`config.mk`:
```
export PLATFORM = sky130hd
export DESIGN_NAME = viu_top
export DESIGN_NICKNAME = d
export VERILOG_FILES = /design/src/verilog/viu_pkg.sv /design/src/verilog/viu_edge_det.sv /design/src/verilog/viu_rst_filter.sv /design/src/verilog/viu_top.sv
export VERILOG_INCLUDE_DIRS = /design/src /design/src/verilog
export SDC_FILE = /design/constraint.sdc
export NUM_CORES = 1
export LEC_CHECK = 0
export BUFFER_PORTS_ARGS = -buffer_cell sky130_fd_sc_hd__buf_4
export CAP_MARGIN = 20
export CORE_MARGIN = 10
export CORE_UTILIZATION = 46
export DETAILED_ROUTE_END_ITERATION = 6
export PLACE_DENSITY = 0.84
export RECOVER_POWER = 50
export SYNTH_ARGS = -nofsm -noshare
export SYNTH_HDL_FRONTEND = slang
export SYNTH_SLANG_ARGS = --single-unit
export TNS_END_PERCENT = 10
```
`constraint.sdc`:
```
create_clock -name i_core_clk -period 1.9 [get_ports i_core_clk]
set_clock_uncertainty 0.05 [all_clocks]
set_input_delay 0.095 -clock i_core_clk [delete_from_list [all_inputs] [get_ports i_core_clk]]
set_output_delay 0.095 -clock i_core_clk [all_outputs]
set_load 0.005 [all_outputs]
```
`src/verilog/viu_cfg.svh`:
```
`ifndef VIU_CFG_SVH_CFG
`define VIU_CFG_SVH_CFG

// ----------------------------------------------------------------
// Register offsets
// ----------------------------------------------------------------
`define VIU_ADDR_IE       8'hA8
`define VIU_ADDR_CFG      8'hE8
`define VIU_ADDR_STAT     8'hE9
`define VIU_ADDR_MASK     8'hEA
`define VIU_ADDR_PEND     8'hEB

// ----------------------------------------------------------------
// Enable register fields
// ----------------------------------------------------------------
`define VIU_IE_EA         7
`define VIU_IE_VS         5
`define VIU_IE_RSVD_SER   4
`define VIU_IE_LOW_MSB    3
`define VIU_IE_WMASK      8'hAF
`define VIU_IE_RESET      8'h00

// ----------------------------------------------------------------
// Config register fields and reset values
// ----------------------------------------------------------------
`define VIU_CFG_VS_POL    0
`define VIU_CFG_P33_LATCH 1
`define VIU_CFG_WMASK     8'h03
`define VIU_CFG_RESET     8'h02
`define VIU_SRC_RESET     5'h00
`define VIU_SRC_ONE       5'h01
`define VIU_NSRC          5

// ----------------------------------------------------------------
// Vector addresses
// ----------------------------------------------------------------
`define VIU_VEC_RESET     16'h0000
`define VIU_VEC_EXT0      16'h0003
`define VIU_VEC_TMR0      16'h000B
`define VIU_VEC_EXT1      16'h0013
`define VIU_VEC_TMR1      16'h001B
`define VIU_VEC_VSYNC     16'h0023

// ----------------------------------------------------------------
// Timing
// ----------------------------------------------------------------
`define VIU_CLK_PERIOD_PS 5000
`define VIU_RST_HOLD_OSC  24
`define VIU_OSC_PER_CLK   1
`define VIU_RST_HOLD_CYC  (`VIU_RST_HOLD_OSC / `VIU_OSC_PER_CLK)
`define VIU_RST_CNT_W     5

`endif

```
`src/verilog/viu_pkg.sv`:
```
package viu_pkg;

  // ----------------------------------------------------------------
  // Shared types
  // ----------------------------------------------------------------
  typedef logic [7:0]  viu_byte_type;
  typedef logic [15:0] viu_vec_type;
  typedef logic [4:0]  viu_src_type;

  typedef enum logic [2:0] {
    VIU_SRC_EXT0  = 3'h0,
    VIU_SRC_TMR0  = 3'h1,
    VIU_SRC_EXT1  = 3'h2,
    VIU_SRC_TMR1  = 3'h3,
    VIU_SRC_VSYNC = 3'h4
  } viu_src_idx_type;

endpackage : viu_pkg

```
`src/verilog/viu_edge_det.sv`:
```
`timescale 1ns/1ps
module viu_edge_det #(
  parameter logic RST_LVL = 1'b1
) (
  input  wire logic i_core_clk,
  input  wire logic i_reset_n,
  input  wire logic i_pin,
  input  wire logic i_both,
  input  wire logic i_act_high,
  output logic      o_edge
);
  import viu_pkg::*;

  logic s1_q;
  logic s2_q;
  logic s3_q;
  logic s1_d;
  logic s2_d;
  logic s3_d;
  logic rise_w;
  logic fall_w;

  // ----------------------------------------------------------------
  // Synchroniser; only s2 and s3 feed the detector
  // ----------------------------------------------------------------
  always_comb begin
    s1_d = i_pin;
    s2_d = s1_q;
    s3_d = s2_q;
    rise_w = s2_q & ~s3_q;
    fall_w = ~s2_q & s3_q;
    if (i_both) begin
      o_edge = rise_w | fall_w;
    end else if (i_act_high) begin
      o_edge = rise_w;
    end else begin
      o_edge = fall_w;
    end
  end

  always_ff @(posedge i_core_clk or negedge i_reset_n) begin
    if (!i_reset_n) begin
      s1_q <= RST_LVL;
      s2_q <= RST_LVL;
      s3_q <= RST_LVL;
    end else begin
      s1_q <= s1_d;
      s2_q <= s2_d;
      s3_q <= s3_d;
    end
  end

endmodule : viu_edge_det

```
`src/verilog/viu_rst_filter.sv`:
```
`timescale 1ns/1ps
`include "viu_cfg.svh"
module viu_rst_filter (
  input  wire logic i_core_clk,
  input  wire logic i_reset_n,
  input  wire logic i_pin,
  output logic      o_rst
);
  import viu_pkg::*;

  localparam logic [`VIU_RST_CNT_W-1:0] HOLD = `VIU_RST_CNT_W'(`VIU_RST_HOLD_CYC);

  logic [`VIU_RST_CNT_W-1:0] cnt_q;
  logic [`VIU_RST_CNT_W-1:0] cnt_d;
  logic                      rst_q;
  logic                      rst_d;

  // ----------------------------------------------------------------
  // Pin must stay high for the whole hold time; any low restarts
  // ----------------------------------------------------------------
  always_comb begin
    cnt_d = '0;
    if (i_pin) begin
      cnt_d = (cnt_q == HOLD) ? HOLD : cnt_q + 1'b1;
    end
    rst_d = (cnt_d == HOLD);
  end

  always_ff @(posedge i_core_clk or negedge i_reset_n) begin
    if (!i_reset_n) begin
      cnt_q <= '0;
      rst_q <= 1'b0;
    end else begin
      cnt_q <= cnt_d;
      rst_q <= rst_d;
    end
  end

  assign o_rst = rst_q;

  rst_hold_a: assert property (@(posedge i_core_clk) disable iff (!i_reset_n)
    $rose(o_rst) |-> ($past(cnt_q) == HOLD - 1'b1) && $past(i_pin))
    else $error("reset asserted before pin held long enough");

endmodule : viu_rst_filter

```
`src/verilog/viu_top.sv`:
```
// The implementer's own choice: strobed register access.
`timescale 1ns/1ps
`include "viu_cfg.svh"
// Summary of operation
// - External 0 vectors to 003H, timer 0 to 00BH, external 1 to 013H.
// - Reset starts at 000H; timer 1 vectors to 01BH, vertical sync to 023H.
// - Vertical sync requests on leading edge; active polarity is programmable.
// - External interrupt 1 requests on every rising and falling transition.
// - No serial-port source, enable bit or flag exists.
// - No priority register; one enable register at A8H controls enabling.
// - Reset pin high for two machine cycles resets; driver must hold that long.
// - External interrupt 0 comes from open-drain port 3 bit 3.
module viu_top (
  input  wire logic                  i_core_clk,
  input  wire logic                  i_reset_n,
  input  wire logic                  i_rst_pin,
  input  wire logic                  i_p33_in,
  input  wire logic                  i_ext1,
  input  wire logic                  i_vsync,
  input  wire logic                  i_tmr0_ovf,
  input  wire logic                  i_tmr1_ovf,
  input  wire logic                  i_vec_ack,
  input  wire viu_pkg::viu_byte_type i_reg_addr,
  input  wire viu_pkg::viu_byte_type i_reg_wdata,
  input  wire logic                  i_reg_wr,
  input  wire logic                  i_reg_rd,
  output viu_pkg::viu_byte_type      o_reg_rdata,
  output logic                       o_vec_req,
  output viu_pkg::viu_vec_type       o_vec_addr,
  output logic                       o_irq,
  output logic                       o_core_reset,
  output logic                       o_p33_out,
  output logic                       o_p33_oe_n
);
  import viu_pkg::*;

  // ----------------------------------------------------------------
  // State
  // ----------------------------------------------------------------
  viu_byte_type    ie_q;
  viu_byte_type    ie_d;
  viu_byte_type    cfg_q;
  viu_byte_type    cfg_d;
  viu_src_type     stat_q;
  viu_src_type     stat_d;
  viu_src_type     mask_q;
  viu_src_type     mask_d;
  viu_src_type     pend_q;
  viu_src_type     pend_d;
  logic            req_q;
  logic            req_d;
  viu_src_idx_type sel_q;
  viu_src_idx_type sel_d;
  viu_vec_type     vec_q;
  viu_vec_type     vec_d;
  viu_byte_type    rdata_q;
  viu_byte_type    rdata_d;

  logic            sreset;
  logic            ev_ext0;
  logic            ev_ext1;
  logic            ev_vs;
  viu_src_type     ev_w;
  viu_src_type     clr_w;
  viu_src_type     w1c_w;
  viu_src_type     en_q_w;
  viu_src_type     en_d_w;
  viu_src_type     elig_w;
  viu_src_type     stat_keep_w;
  logic            wr_ie;
  logic            wr_cfg;
  logic            wr_stat;
  logic            wr_mask;

  // ----------------------------------------------------------------
  // Reset pin filter and edge detectors
  // ----------------------------------------------------------------
  viu_rst_filter u_rst_filter (
    .i_core_clk (i_core_clk),
    .i_reset_n  (i_reset_n),
    .i_pin      (i_rst_pin),
    .o_rst      (sreset)
  );

  // Port line idles high when released, so a falling edge is the request
  viu_edge_det #(.RST_LVL(1'b1)) u_edge_ext0 (
    .i_core_clk (i_core_clk),
    .i_reset_n  (i_reset_n),
    .i_pin      (i_p33_in),
    .i_both     (1'b0),
    .i_act_high (1'b0),
    .o_edge     (ev_ext0)
  );

  viu_edge_det #(.RST_LVL(1'b1)) u_edge_ext1 (
    .i_core_clk (i_core_clk),
    .i_reset_n  (i_reset_n),
    .i_pin      (i_ext1),
    .i_both     (1'b1),
    .i_act_high (1'b0),
    .o_edge     (ev_ext1)
  );

  // Leading edge is the move into the active level
  viu_edge_det #(.RST_LVL(1'b0)) u_edge_vs (
    .i_core_clk (i_core_clk),
    .i_reset_n  (i_reset_n),
    .i_pin      (i_vsync),
    .i_both     (1'b0),
    .i_act_high (cfg_q[`VIU_CFG_VS_POL]),
    .o_edge     (ev_vs)
  );

  // ----------------------------------------------------------------
  // Register decode
  // ----------------------------------------------------------------
  always_comb begin
    wr_ie   = 1'b0;
    wr_cfg  = 1'b0;
    wr_stat = 1'b0;
    wr_mask = 1'b0;
    if (i_reg_wr && (i_reg_addr == `VIU_ADDR_IE)) begin
      wr_ie = 1'b1;
    end else if (i_reg_wr && (i_reg_addr == `VIU_ADDR_CFG)) begin
      wr_cfg = 1'b1;
    end else if (i_reg_wr && (i_reg_addr == `VIU_ADDR_STAT)) begin
      wr_stat = 1'b1;
    end else if (i_reg_wr && (i_reg_addr == `VIU_ADDR_MASK)) begin
      wr_mask = 1'b1;
    end
  end

  // ----------------------------------------------------------------
  // Sources, enables and selection
  // ----------------------------------------------------------------
  always_comb begin
    ev_w   = {ev_vs, i_tmr1_ovf, ev_ext1, i_tmr0_ovf, ev_ext0};
    w1c_w  = wr_stat ? i_reg_wdata[`VIU_NSRC-1:0] : `VIU_SRC_RESET;
    clr_w  = (i_vec_ack && req_q) ? (`VIU_SRC_ONE << sel_q) : `VIU_SRC_RESET;
    // Serial enable bit is never stored, so it cannot enable anything
    ie_d   = wr_ie ? (i_reg_wdata & `VIU_IE_WMASK) : ie_q;
    cfg_d  = wr_cfg ? (i_reg_wdata & `VIU_CFG_WMASK) : cfg_q;
    mask_d = wr_mask ? i_reg_wdata[`VIU_NSRC-1:0] : mask_q;
    // Set beats clear so an edge landing on the ack is not lost
    pend_d = ev_w | (pend_q & ~clr_w);
    stat_d = ev_w | (stat_q & ~w1c_w);
    stat_keep_w = stat_q & ~w1c_w;
    en_q_w = {ie_q[`VIU_IE_VS], ie_q[`VIU_IE_LOW_MSB:0]} & {`VIU_NSRC{ie_q[`VIU_IE_EA]}};
    en_d_w = {ie_d[`VIU_IE_VS], ie_d[`VIU_IE_LOW_MSB:0]} & {`VIU_NSRC{ie_d[`VIU_IE_EA]}};
    if (sreset) begin
      ie_d   = `VIU_IE_RESET;
      cfg_d  = `VIU_CFG_RESET;
      mask_d = `VIU_SRC_RESET;
      pend_d = `VIU_SRC_RESET;
      stat_d = `VIU_SRC_RESET;
      en_d_w = `VIU_SRC_RESET;
    end
    elig_w = pend_d & en_d_w;
  end

  // Fixed natural order; lowest source index wins
  always_comb begin
    req_d = |elig_w;
    sel_d = sel_q;
    for (int i = `VIU_NSRC - 1; i >= 0; i--) begin
      if (elig_w[i]) begin
        sel_d = viu_src_idx_type'(i[2:0]);
      end
    end
    vec_d = vec_q;
    if (sreset) begin
      vec_d = `VIU_VEC_RESET;
      sel_d = VIU_SRC_EXT0;
    end else if (req_d) begin
      case (sel_d)
        VIU_SRC_EXT0:  vec_d = `VIU_VEC_EXT0;
        VIU_SRC_TMR0:  vec_d = `VIU_VEC_TMR0;
        VIU_SRC_EXT1:  vec_d = `VIU_VEC_EXT1;
        VIU_SRC_TMR1:  vec_d = `VIU_VEC_TMR1;
        VIU_SRC_VSYNC: vec_d = `VIU_VEC_VSYNC;
        default:       vec_d = `VIU_VEC_RESET;
      endcase
    end
  end

  // ----------------------------------------------------------------
  // Read data
  // ----------------------------------------------------------------
  always_comb begin
    rdata_d = 8'h00;
    if (i_reg_rd && (i_reg_addr == `VIU_ADDR_IE)) begin
      rdata_d = ie_q;
    end else if (i_reg_rd && (i_reg_addr == `VIU_ADDR_CFG)) begin
      rdata_d = cfg_q;
    end else if (i_reg_rd && (i_reg_addr == `VIU_ADDR_STAT)) begin
      rdata_d = {3'h0, stat_q};
    end else if (i_reg_rd && (i_reg_addr == `VIU_ADDR_MASK)) begin
      rdata_d = {3'h0, mask_q};
    end else if (i_reg_rd && (i_reg_addr == `VIU_ADDR_PEND)) begin
      rdata_d = {3'h0, pend_q};
    end
  end

  always_ff @(posedge i_core_clk or negedge i_reset_n) begin
    if (!i_reset_n) begin
      ie_q    <= `VIU_IE_RESET;
      cfg_q   <= `VIU_CFG_RESET;
      stat_q  <= `VIU_SRC_RESET;
      mask_q  <= `VIU_SRC_RESET;
      pend_q  <= `VIU_SRC_RESET;
      req_q   <= 1'b0;
      sel_q   <= VIU_SRC_EXT0;
      vec_q   <= `VIU_VEC_RESET;
      rdata_q <= 8'h00;
    end else begin
      ie_q    <= ie_d;
      cfg_q   <= cfg_d;
      stat_q  <= stat_d;
      mask_q  <= mask_d;
      pend_q  <= pend_d;
      req_q   <= req_d;
      sel_q   <= sel_d;
      vec_q   <= vec_d;
      rdata_q <= rdata_d;
    end
  end

  // ----------------------------------------------------------------
  // Outputs
  // ----------------------------------------------------------------
  assign o_reg_rdata  = rdata_q;
  assign o_vec_req    = req_q;
  assign o_vec_addr   = vec_q;
  assign o_irq        = |(stat_q & mask_q);
  assign o_core_reset = sreset;
  // Open-drain: only ever pulls low; a written one releases the line
  assign o_p33_out    = 1'b0;
  assign o_p33_oe_n   = cfg_q[`VIU_CFG_P33_LATCH];

  // ----------------------------------------------------------------
  // Checks
  // ----------------------------------------------------------------
  vec_low_a: assert property (@(posedge i_core_clk) disable iff (!i_reset_n)
    o_vec_req && (sel_q == VIU_SRC_EXT0 || sel_q == VIU_SRC_TMR0 || sel_q == VIU_SRC_EXT1)
      |-> (o_vec_addr == ((sel_q == VIU_SRC_EXT0) ? `VIU_VEC_EXT0 :
                          (sel_q == VIU_SRC_TMR0) ? `VIU_VEC_TMR0 : `VIU_VEC_EXT1)))
    else $error("wrong vector for low sources");

  vec_high_a: assert property (@(posedge i_core_clk) disable iff (!i_reset_n)
    o_vec_req && (sel_q == VIU_SRC_TMR1 || sel_q == VIU_SRC_VSYNC)
      |-> (o_vec_addr == ((sel_q == VIU_SRC_TMR1) ? `VIU_VEC_TMR1 : `VIU_VEC_VSYNC)))
    else $error("wrong vector for high sources");

  reset_vec_a: assert property (@(posedge i_core_clk) disable iff (!i_reset_n)
    $fell(o_core_reset) |-> (o_vec_addr == `VIU_VEC_RESET) && !o_vec_req)
    else $error("reset vector not presented");

  vs_lead_a: assert property (@(posedge i_core_clk) disable iff (!i_reset_n)
    (cfg_q[`VIU_CFG_VS_POL] ? $rose(i_vsync) : $fell(i_vsync)) && $stable(cfg_q) && !o_core_reset
      |-> ##[2:3] (pend_q[VIU_SRC_VSYNC] || i_vec_ack || o_core_reset))
    else $error("vertical sync leading edge missed");

  ext1_both_a: assert property (@(posedge i_core_clk) disable iff (!i_reset_n)
    $changed(i_ext1) && !o_core_reset |-> ##[2:3] (pend_q[VIU_SRC_EXT1] || i_vec_ack || o_core_reset))
    else $error("external one transition missed");

  no_serial_a: assert property (@(posedge i_core_clk) disable iff (!i_reset_n)
    i_reg_rd && (i_reg_addr == `VIU_ADDR_IE) |=> !o_reg_rdata[`VIU_IE_RSVD_SER])
    else $error("serial enable bit reads back");

  glob_off_a: assert property (@(posedge i_core_clk) disable iff (!i_reset_n)
    !ie_q[`VIU_IE_EA] && !wr_ie |=> !o_vec_req)
    else $error("request with global enable off");

  ext0_fall_a: assert property (@(posedge i_core_clk) disable iff (!i_reset_n)
    $fell(i_p33_in) && !o_core_reset |-> ##[2:3] (pend_q[VIU_SRC_EXT0] || i_vec_ack || o_core_reset))
    else $error("port line falling edge missed");

  ack_clear_a: assert property (@(posedge i_core_clk) disable iff (!i_reset_n)
    i_vec_ack && o_vec_req && ((ev_w & clr_w) == `VIU_SRC_RESET)
      |=> ((pend_q & $past(clr_w)) == `VIU_SRC_RESET))
    else $error("acknowledged request still pending");

  req_enabled_a: assert property (@(posedge i_core_clk) disable iff (!i_reset_n)
    o_vec_req |-> ((pend_q & en_q_w) != `VIU_SRC_RESET) && (pend_q[sel_q] && en_q_w[sel_q]))
    else $error("request without enabled pending source");

  stat_sticky_a: assert property (@(posedge i_core_clk) disable iff (!i_reset_n)
    !o_core_reset |=> ((stat_q & $past(stat_keep_w)) == $past(stat_keep_w)))
    else $error("status bit lost without clear");

endmodule : viu_top

```
### After elaboration in Yosys (flattened, before gate mapping)

Index checks and enable logic that the tools add are counted.

* register bits after elaboration: 74
* latch bits: 0
* RAM bits: 0
* ROM bits: 0
* input bits: 27
* output and inout bits: 29
* logic and storage cells: 109
* memories: 0

* add/sub/neg operators: 1
* $mul: 0
* div/mod/pow operators: 0
* $lt $le $gt $ge: 0
* equality and inequality tests: 11
* shift-type cells: 1
* muxes and demuxes: 38
* bitwise gates (word level): 20
* reduce and logical (&&, ||, !) cells: 17

Operator list (number)
* $mux W5: 12
* $mux W8: 6
* $eq A8 B8 Y1 const B: 5
* $mux W16: 2
* $pmux W6 S5: 1
* $and A5 B5 Y5: 5
* $mux W3: 6
* $mux W1: 11
* $eq A5 B5 Y1 const B: 2
* $logic_and A1 B1 Y1: 10
* $not A5 Y5: 2
* $or A5 B5 Y5: 2
* $reduce_or A5 Y1: 2
* $reduce_bool A2 Y1: 4
* $eq A3 B2 Y1 const B: 2
* $add A5 B1 Y5 const B: 1
* $and A1 B1 Y1: 5
* $not A1 Y1: 5
* $shl A1 B3 Y5 const A: 1
* $eq A3 B1 Y1 const B: 1
* $eq A3 B3 Y1 const B: 1
* $logic_not A3 Y1: 1
* $or A1 B1 Y1: 1

### Logic depth before layout (Yosys ltp)

* depth in word-level cells: 16
* depth in mapped cells: 7
* gate-level depth less buffers: 7

### Modules after synthesis

Synthesis repeated with hierarchy kept, for this count alone.

* cells, all modules: 259
* area, all modules: 2792.7 um^2

Modules (own cells, without submodules)
* viu_top: instances 1, cells each 207, area an instance 2100.8 um^2, sequential area each 952.2 um^2
* viu_rst_filter: instances 1, cells each 25, area an instance 301.5 um^2, sequential area each 150.1 um^2
* viu_edge_det (u_edge_ext0 ...): instances 2, cells each 9, area an instance 131.4 um^2, sequential area each 78.8 um^2
* viu_edge_det (u_edge_vs): instances 1, cells each 9, area an instance 127.6 um^2, sequential area each 75.1 um^2

### Worst setup path after synthesis

Ideal clock, no wire load.

* kind: input -> register
* from: in i_reg_addr[0]
* to: reg vec_q[3], in the netlist o_vec_addr[3]
* library setup time: 0.125 ns
* data arrival time: 1.810 ns
* required time: 1.725 ns
* setup slack: -0.085 ns
* stages: 6
* buffers on the path: 0
* cells stage by stage: or3_4 nor3_4 mux2i_1 o21bai_1 a221oi_2 mux2_2

* word-level cells in the longest chain between the ends: 16
* elaborated cells between the ends (all ways): 22
* those cells by class: eq/ne (5); mux (11); bitwise (2); reduce/logical (4)

RTL lines
* start: declaration: RTL line viu_top.sv:23 `input wire viu_pkg::viu_byte_type i_reg_addr,`
* $eq A8 B8 Y1 (no source line) (*)
* $logic_and A1 B1 Y1 (*): RTL line viu_top.sv:122 `` if (i_reg_wr && (i_reg_addr == `VIU_ADDR_IE)) begin ``
* $mux W1 (*): RTL line viu_top.sv:122
* $mux W8 (*): RTL line viu_top.sv:141 `` ie_d = wr_ie ? (i_reg_wdata & `VIU_IE_WMASK) : ie_q; ``
* $and A5 B5 Y5 (*): RTL line viu_top.sv:149 `` en_d_w = {ie_d[`VIU_IE_VS], ie_d[`VIU_IE_LOW_MSB:0]} & {`VIU_NSRC{ie_d[`VIU_IE_EA]}}; ``
* $mux W5 (*): RTL line viu_top.sv:150 `if (sreset) begin`
* $and A5 B5 Y5 (*): RTL line viu_top.sv:158 `elig_w = pend_d & en_d_w;`
* $mux W3 (5 in series): RTL line viu_top.sv:166 `if (elig_w[i]) begin`
* $eq A3 B3 Y1 (tied with other cells): RTL line viu_top.sv:175 `case (sel_d)`
* $pmux W6 S5: RTL line viu_top.sv:175
* $mux W16: RTL line viu_top.sv:174 `end else if (req_d) begin`
* $mux W16: RTL line viu_top.sv:171 `if (sreset) begin`
* end signal: assignment: RTL line viu_top.sv:213 `` vec_q <= `VIU_VEC_RESET; ``
* end signal: assignment: RTL line viu_top.sv:223 `vec_q <= vec_d;`
* end: declaration: RTL line viu_top.sv:54 `viu_vec_type vec_q;`

Every way passes the cells marked *; elsewhere a longest branch is shown, timed or not. The select of a mux whose other input is x is not followed.
A chain may end at the register's enable or synchronous reset.

### Final worst setup path

* from: reg sel_q[0]
* to: reg vec_q[3], in the netlist o_vec_addr[3]

* elaborated cells between the ends (all ways): 22
* those cells by class: eq/ne (4); shift (1); mux (10); bitwise (4); reduce/logical (3)

RTL lines
* start: declaration: RTL line viu_top.sv:52 `viu_src_idx_type sel_q;`
* start signal: assignment: RTL line viu_top.sv:222 `sel_q <= sel_d;`
* $shl A1 B3 Y5 (no source line) (*)
* $mux W5 (no source line) (*)
* $not A5 Y5 (*): RTL line viu_top.sv:145 `pend_d = ev_w | (pend_q & ~clr_w);`
* $and A5 B5 Y5 (*): RTL line viu_top.sv:145
* $or A5 B5 Y5 (*): RTL line viu_top.sv:145
* $mux W5 (*): RTL line viu_top.sv:150
* named net pend_d[0]: RTL line viu_top.sv:49 `viu_src_type pend_d;`
* $and A5 B5 Y5 (*): RTL line viu_top.sv:158
* $mux W3: RTL line viu_top.sv:166
* $eq A3 B3 Y1 (tied with other cells): RTL line viu_top.sv:175
* $pmux W6 S5: RTL line viu_top.sv:175
* $mux W16: RTL line viu_top.sv:174
* $mux W16: RTL line viu_top.sv:171

The timed path passes the listed nets; every way through them passes the cells marked *. The select of a mux whose other input is x is not followed.

==> flow_summary_export.csv <==
group,metric,value,unit
status,status,"finished, violations left",
status,violations,"setup timing",
global_route,grt_max_degree,54,
clock_tree,clk_latency,0.30,ns
global_route,grt_overflow_total,0,
logic_synthesis,synth_area,0.00253,mm2
global_route,grt_pass1_vias,2079,
floorplan,initial_core_util,0.486,
routing,dr.pass1.iters,4,
setup_path,startpoint_type,"flip-flop",
timing,relSlewSlack,0.152,
logic_synthesis,synth_commonest_cells,"46 x dfrtp_1, 25 x nor2_1, 22 x nand2_1",
routing,drc,0,
clock_tree,cts.sinks,53,
cells_and_area,area_delta_synth_final,29.5,%
logic_synthesis,yosysTopAreaCell,"dfrtp_1",
floorplan,die_h,94.1,um
cells_and_area,diodes,0,
routing,wl_per_cell,16.3,um
timing,fin_tns_setup,-0.0300,ns
hold_path,hold_path_depth,3,
logic_synthesis,ys_seq_elements,53,
timing,worst_slack,-0.0300,ns
global_route,grt_first_pass_wirelength,9.89,mm
global_route,antenna_found_initial,0,
logic_synthesis,synth-simple-area-share,0.187,
logic_synthesis,synth_top_area_share,0.455,
logic_synthesis,synth_top_family_by_area,"simple AND/OR/NAND/NOR gates",
timing,hold_slack,0.00272,ns
setup_path,r2r_slack,-0.03,ns
power_and_ir_drop,ir_worst_vdd,417,uV
power_and_ir_drop,finalPower,2.14,mW
logic_synthesis,synth_flop_cell,"dfrtp_1",
floorplan,die_area,0.00886,mm2
setup_path,cp.arrival,2.08,ns
logic_synthesis,synth.area.mux_share,0.0772,
floorplan,die_w,94.1,um
place,post-place-ws,-0.226,ns
power_and_ir_drop,p_leak,1.57,nW
floorplan,fp.coreArea,0.00520,mm2
place,globalplace.congestion,0.841,
place,io_buffers,41,
setup_path,endpoint_kind,"flip-flop",
cells_and_area,stdcell_count,382,
logic_synthesis,ys_types,51,
setup_path,path_max_fanout,3,
clock_tree,cts_buffer_depth,2,
clock_tree,clkTransAtPathRegs,0.09,ns
timing,worst_pin_slew,1.27,ns
clock_tree,tritoncts,"yes",
logic_synthesis,synthAdderAreaFrac,0.00990,
routing,routed_via_density,5.37,
timing,finalSetupViolations,1,
setup_path,r2r-end,"o_vec_addr[3]$_DFFE_PN0P_",
setup_path,rr_startpoint,"sel_q[0]$_DFF_PN0_",
routing,antenna_left,0,
timing,drv_slew,0,
place,dp_cells,367,
place,hpwl,4.67,mm
timing,rsz0062_at_grt,"yes",
routing,routed_wl,6.25,mm
clock_tree,root_buffer,"clkbuf_8",
cells_and_area,layout.nets,340,
global_route,grt_util_all_layers,0.137,
floorplan,rows,26,
hold_path,worst_hold_path_type,"input pin to flip-flop",
setup_path,path_class,"flip-flop to flip-flop",
timing,max_clock_freq,0.518,GHz
timing,min_period,1.93,ns
clock_tree,htree_levels,2,
routing,drt-initial-drc-count,133,
cells_and_area,drive_gt1_frac,0.343,
setup_path,cp.required,2.05,ns
routing,routed-via-count,2050,
timing,hold_viol,0,
logic_synthesis,yosysSeqAreaShare,0.528,
power_and_ir_drop,power_density,653,mW/mm2
job,max_cap_violations,0,
logic_synthesis,synth_xor_area_frac,0.0104,
setup_path,rr_worst_depth,5,
timing,min_period_over_period,1.02,
floorplan,ios,56,
logic_synthesis,synth_enable_flop_cells,0,
logic_synthesis,synthTopCellsByArea,"dfrtp_1 46%, dfstp_2 7.3%, buf_4 4.2%, nor2_1 3.7%, a21oi_1 3.6%",
logic_synthesis,syn_inst,238,
hold_path,whs_endpoint,"mask_q[4]$_DFFE_PN0P_",
logic_synthesis,synth.most_common_cell,"dfrtp_1",
logic_synthesis,synth_compound_area_frac,0.121,
clock_tree,cts_buffers,5,
hold_path,hold_start,"i_reg_wdata[4]",
logic_synthesis,syn_area_per_cell,10.6,um2
logic_synthesis,async_flop_share,1.00,
logic_synthesis,yosysWarningCount,0,
[flip-flops by register name, summed over array words and instances, names as in the netlist, 2 cells and up]
register / flops
cfg_q: 2
ie_q: 6
mask_q: 5
o_reg_rdata: 7
o_vec_addr: 4
pend_q: 5
sel_q: 3
stat_q: 5
u_rst_filter.cnt_q: 5
[what timing repair did]
action                                 CTS  global route
cloned                                   0             0
buffers inserted                         2             0
hold buffers                             5             0
pin swaps                                5             3
setup endpoints to repair                2             6
endpoints found under the hold margin   50             0
gates resized for setup                  9             6
[cell families after synthesis]
kind of cell	after synthesis
simple gates	89
flops	53
compound gates	45
buf+inv	29
mux	16
xor+xnor	3
fa+ha+maj	2
other cells	1
[worst max path at each step]
stage	start	to	slack, ns	depth (start not counted)
4_1_cts	sel_q[0]$_DFF_PN0_	o_vec_addr[3]$_DFFE_PN0P_	0.003	5
5_1_grt	sel_q[2]$_DFF_PN0_	o_vec_addr[3]$_DFFE_PN0P_	-0.11	6
6_report	sel_q[0]$_DFF_PN0_	o_vec_addr[3]$_DFFE_PN0P_	-0.03	5
3_5_place_dp	i_reg_addr[0]	o_vec_addr[3]$_DFFE_PN0P_	-0.23	7
2_1_floorplan	i_reg_addr[0]	o_vec_addr[3]$_DFFE_PN0P_	-0.07	6
3_3_place_gp	i_reg_addr[0]	o_vec_addr[3]$_DFFE_PN0P_	-0.20	7
[power breakdown]
part | internal, mW | total, mW | switching (mW)
clock | 0.260 | 0.618 | 0.358
combinational | 0.149 | 0.303 | 0.154
sequential | 1.18 | 1.21 | 0.0362
[through the flow]
| stage | instance area [um2] | util |
|---|---|---|
| floorplan | 2570 | - |
| global placement | 3040 | 0.584 |
| detailed placement | 3040 | 0.584 |
| CTS | 3240 | 0.623 |
| global route | 3270 | 0.629 |
| finish | 3270 | 0.629 |
[critical path: stages (launching register included)]
cell and delay [ns]:
dfrtp_1 0.44, buf_4 0.18, o41ai_4 0.33, a21oi_2 0.13, a221oi_2 0.36, mux2_4 0.33
[cells in the final DEF (no fill, tap or decap), drive strengths merged, types with 2 or more instances in the layout]
| cell | n |
|---|---|
| ha | 2 |
| mux4 | 2 |
| xor2 | 2 |
| nor2 | 25 |
| a21oi | 18 |
| a21boi | 2 |
| mux2 | 5 |
| dfrtp | 46 |
| clkbuf | 11 |
| a22oi | 5 |
| o31ai | 3 |
| and3 | 2 |
| o41ai | 2 |
| nand3b | 2 |
| nand3 | 8 |
| or3 | 3 |
| clkinvlp | 2 |
| nor3 | 5 |
| nand2b | 3 |
| nor3b | 2 |
| dfstp | 7 |
| a31oi | 4 |
| inv | 8 |
| and2 | 4 |
| nand2 | 22 |
| nor2b | 4 |
| a221oi | 2 |
| conb | 13 |
| mux2i | 9 |
| nand4 | 3 |
| nor4 | 2 |
| dlygate4sd3 | 5 |
| buf | 65 |
[cell type report]
class	count	area (um2)
Multi-Input combinational cell	168	1160
Inverter	8	30.0
Clock inverter	2	15.0
Timing Repair Buffer	75	573
Sequential cell	53	1340
Clock buffer	6	72.6
Fill cell	456	1930
Tap cell	70	87.6
[routing by layer]
| layer | share of wire | vias to the layer above | wire [um] | track usage |
|---|---|---|---|---|
| li1 | - | 960 | - | - |
| met1 | 0.44 | 1011 | 2740 | 0.169 |
| met2 | 0.48 | 74 | 3010 | 0.226 |
| met3 | 0.073 | 5 | 459 | 0.0424 |
| met4 | 0.0050 | 0 | 31 | 0.0354 |
| met5 | 0 | - | 0 | 0 |
Note: power is estimated with default switching activity, not from simulation.
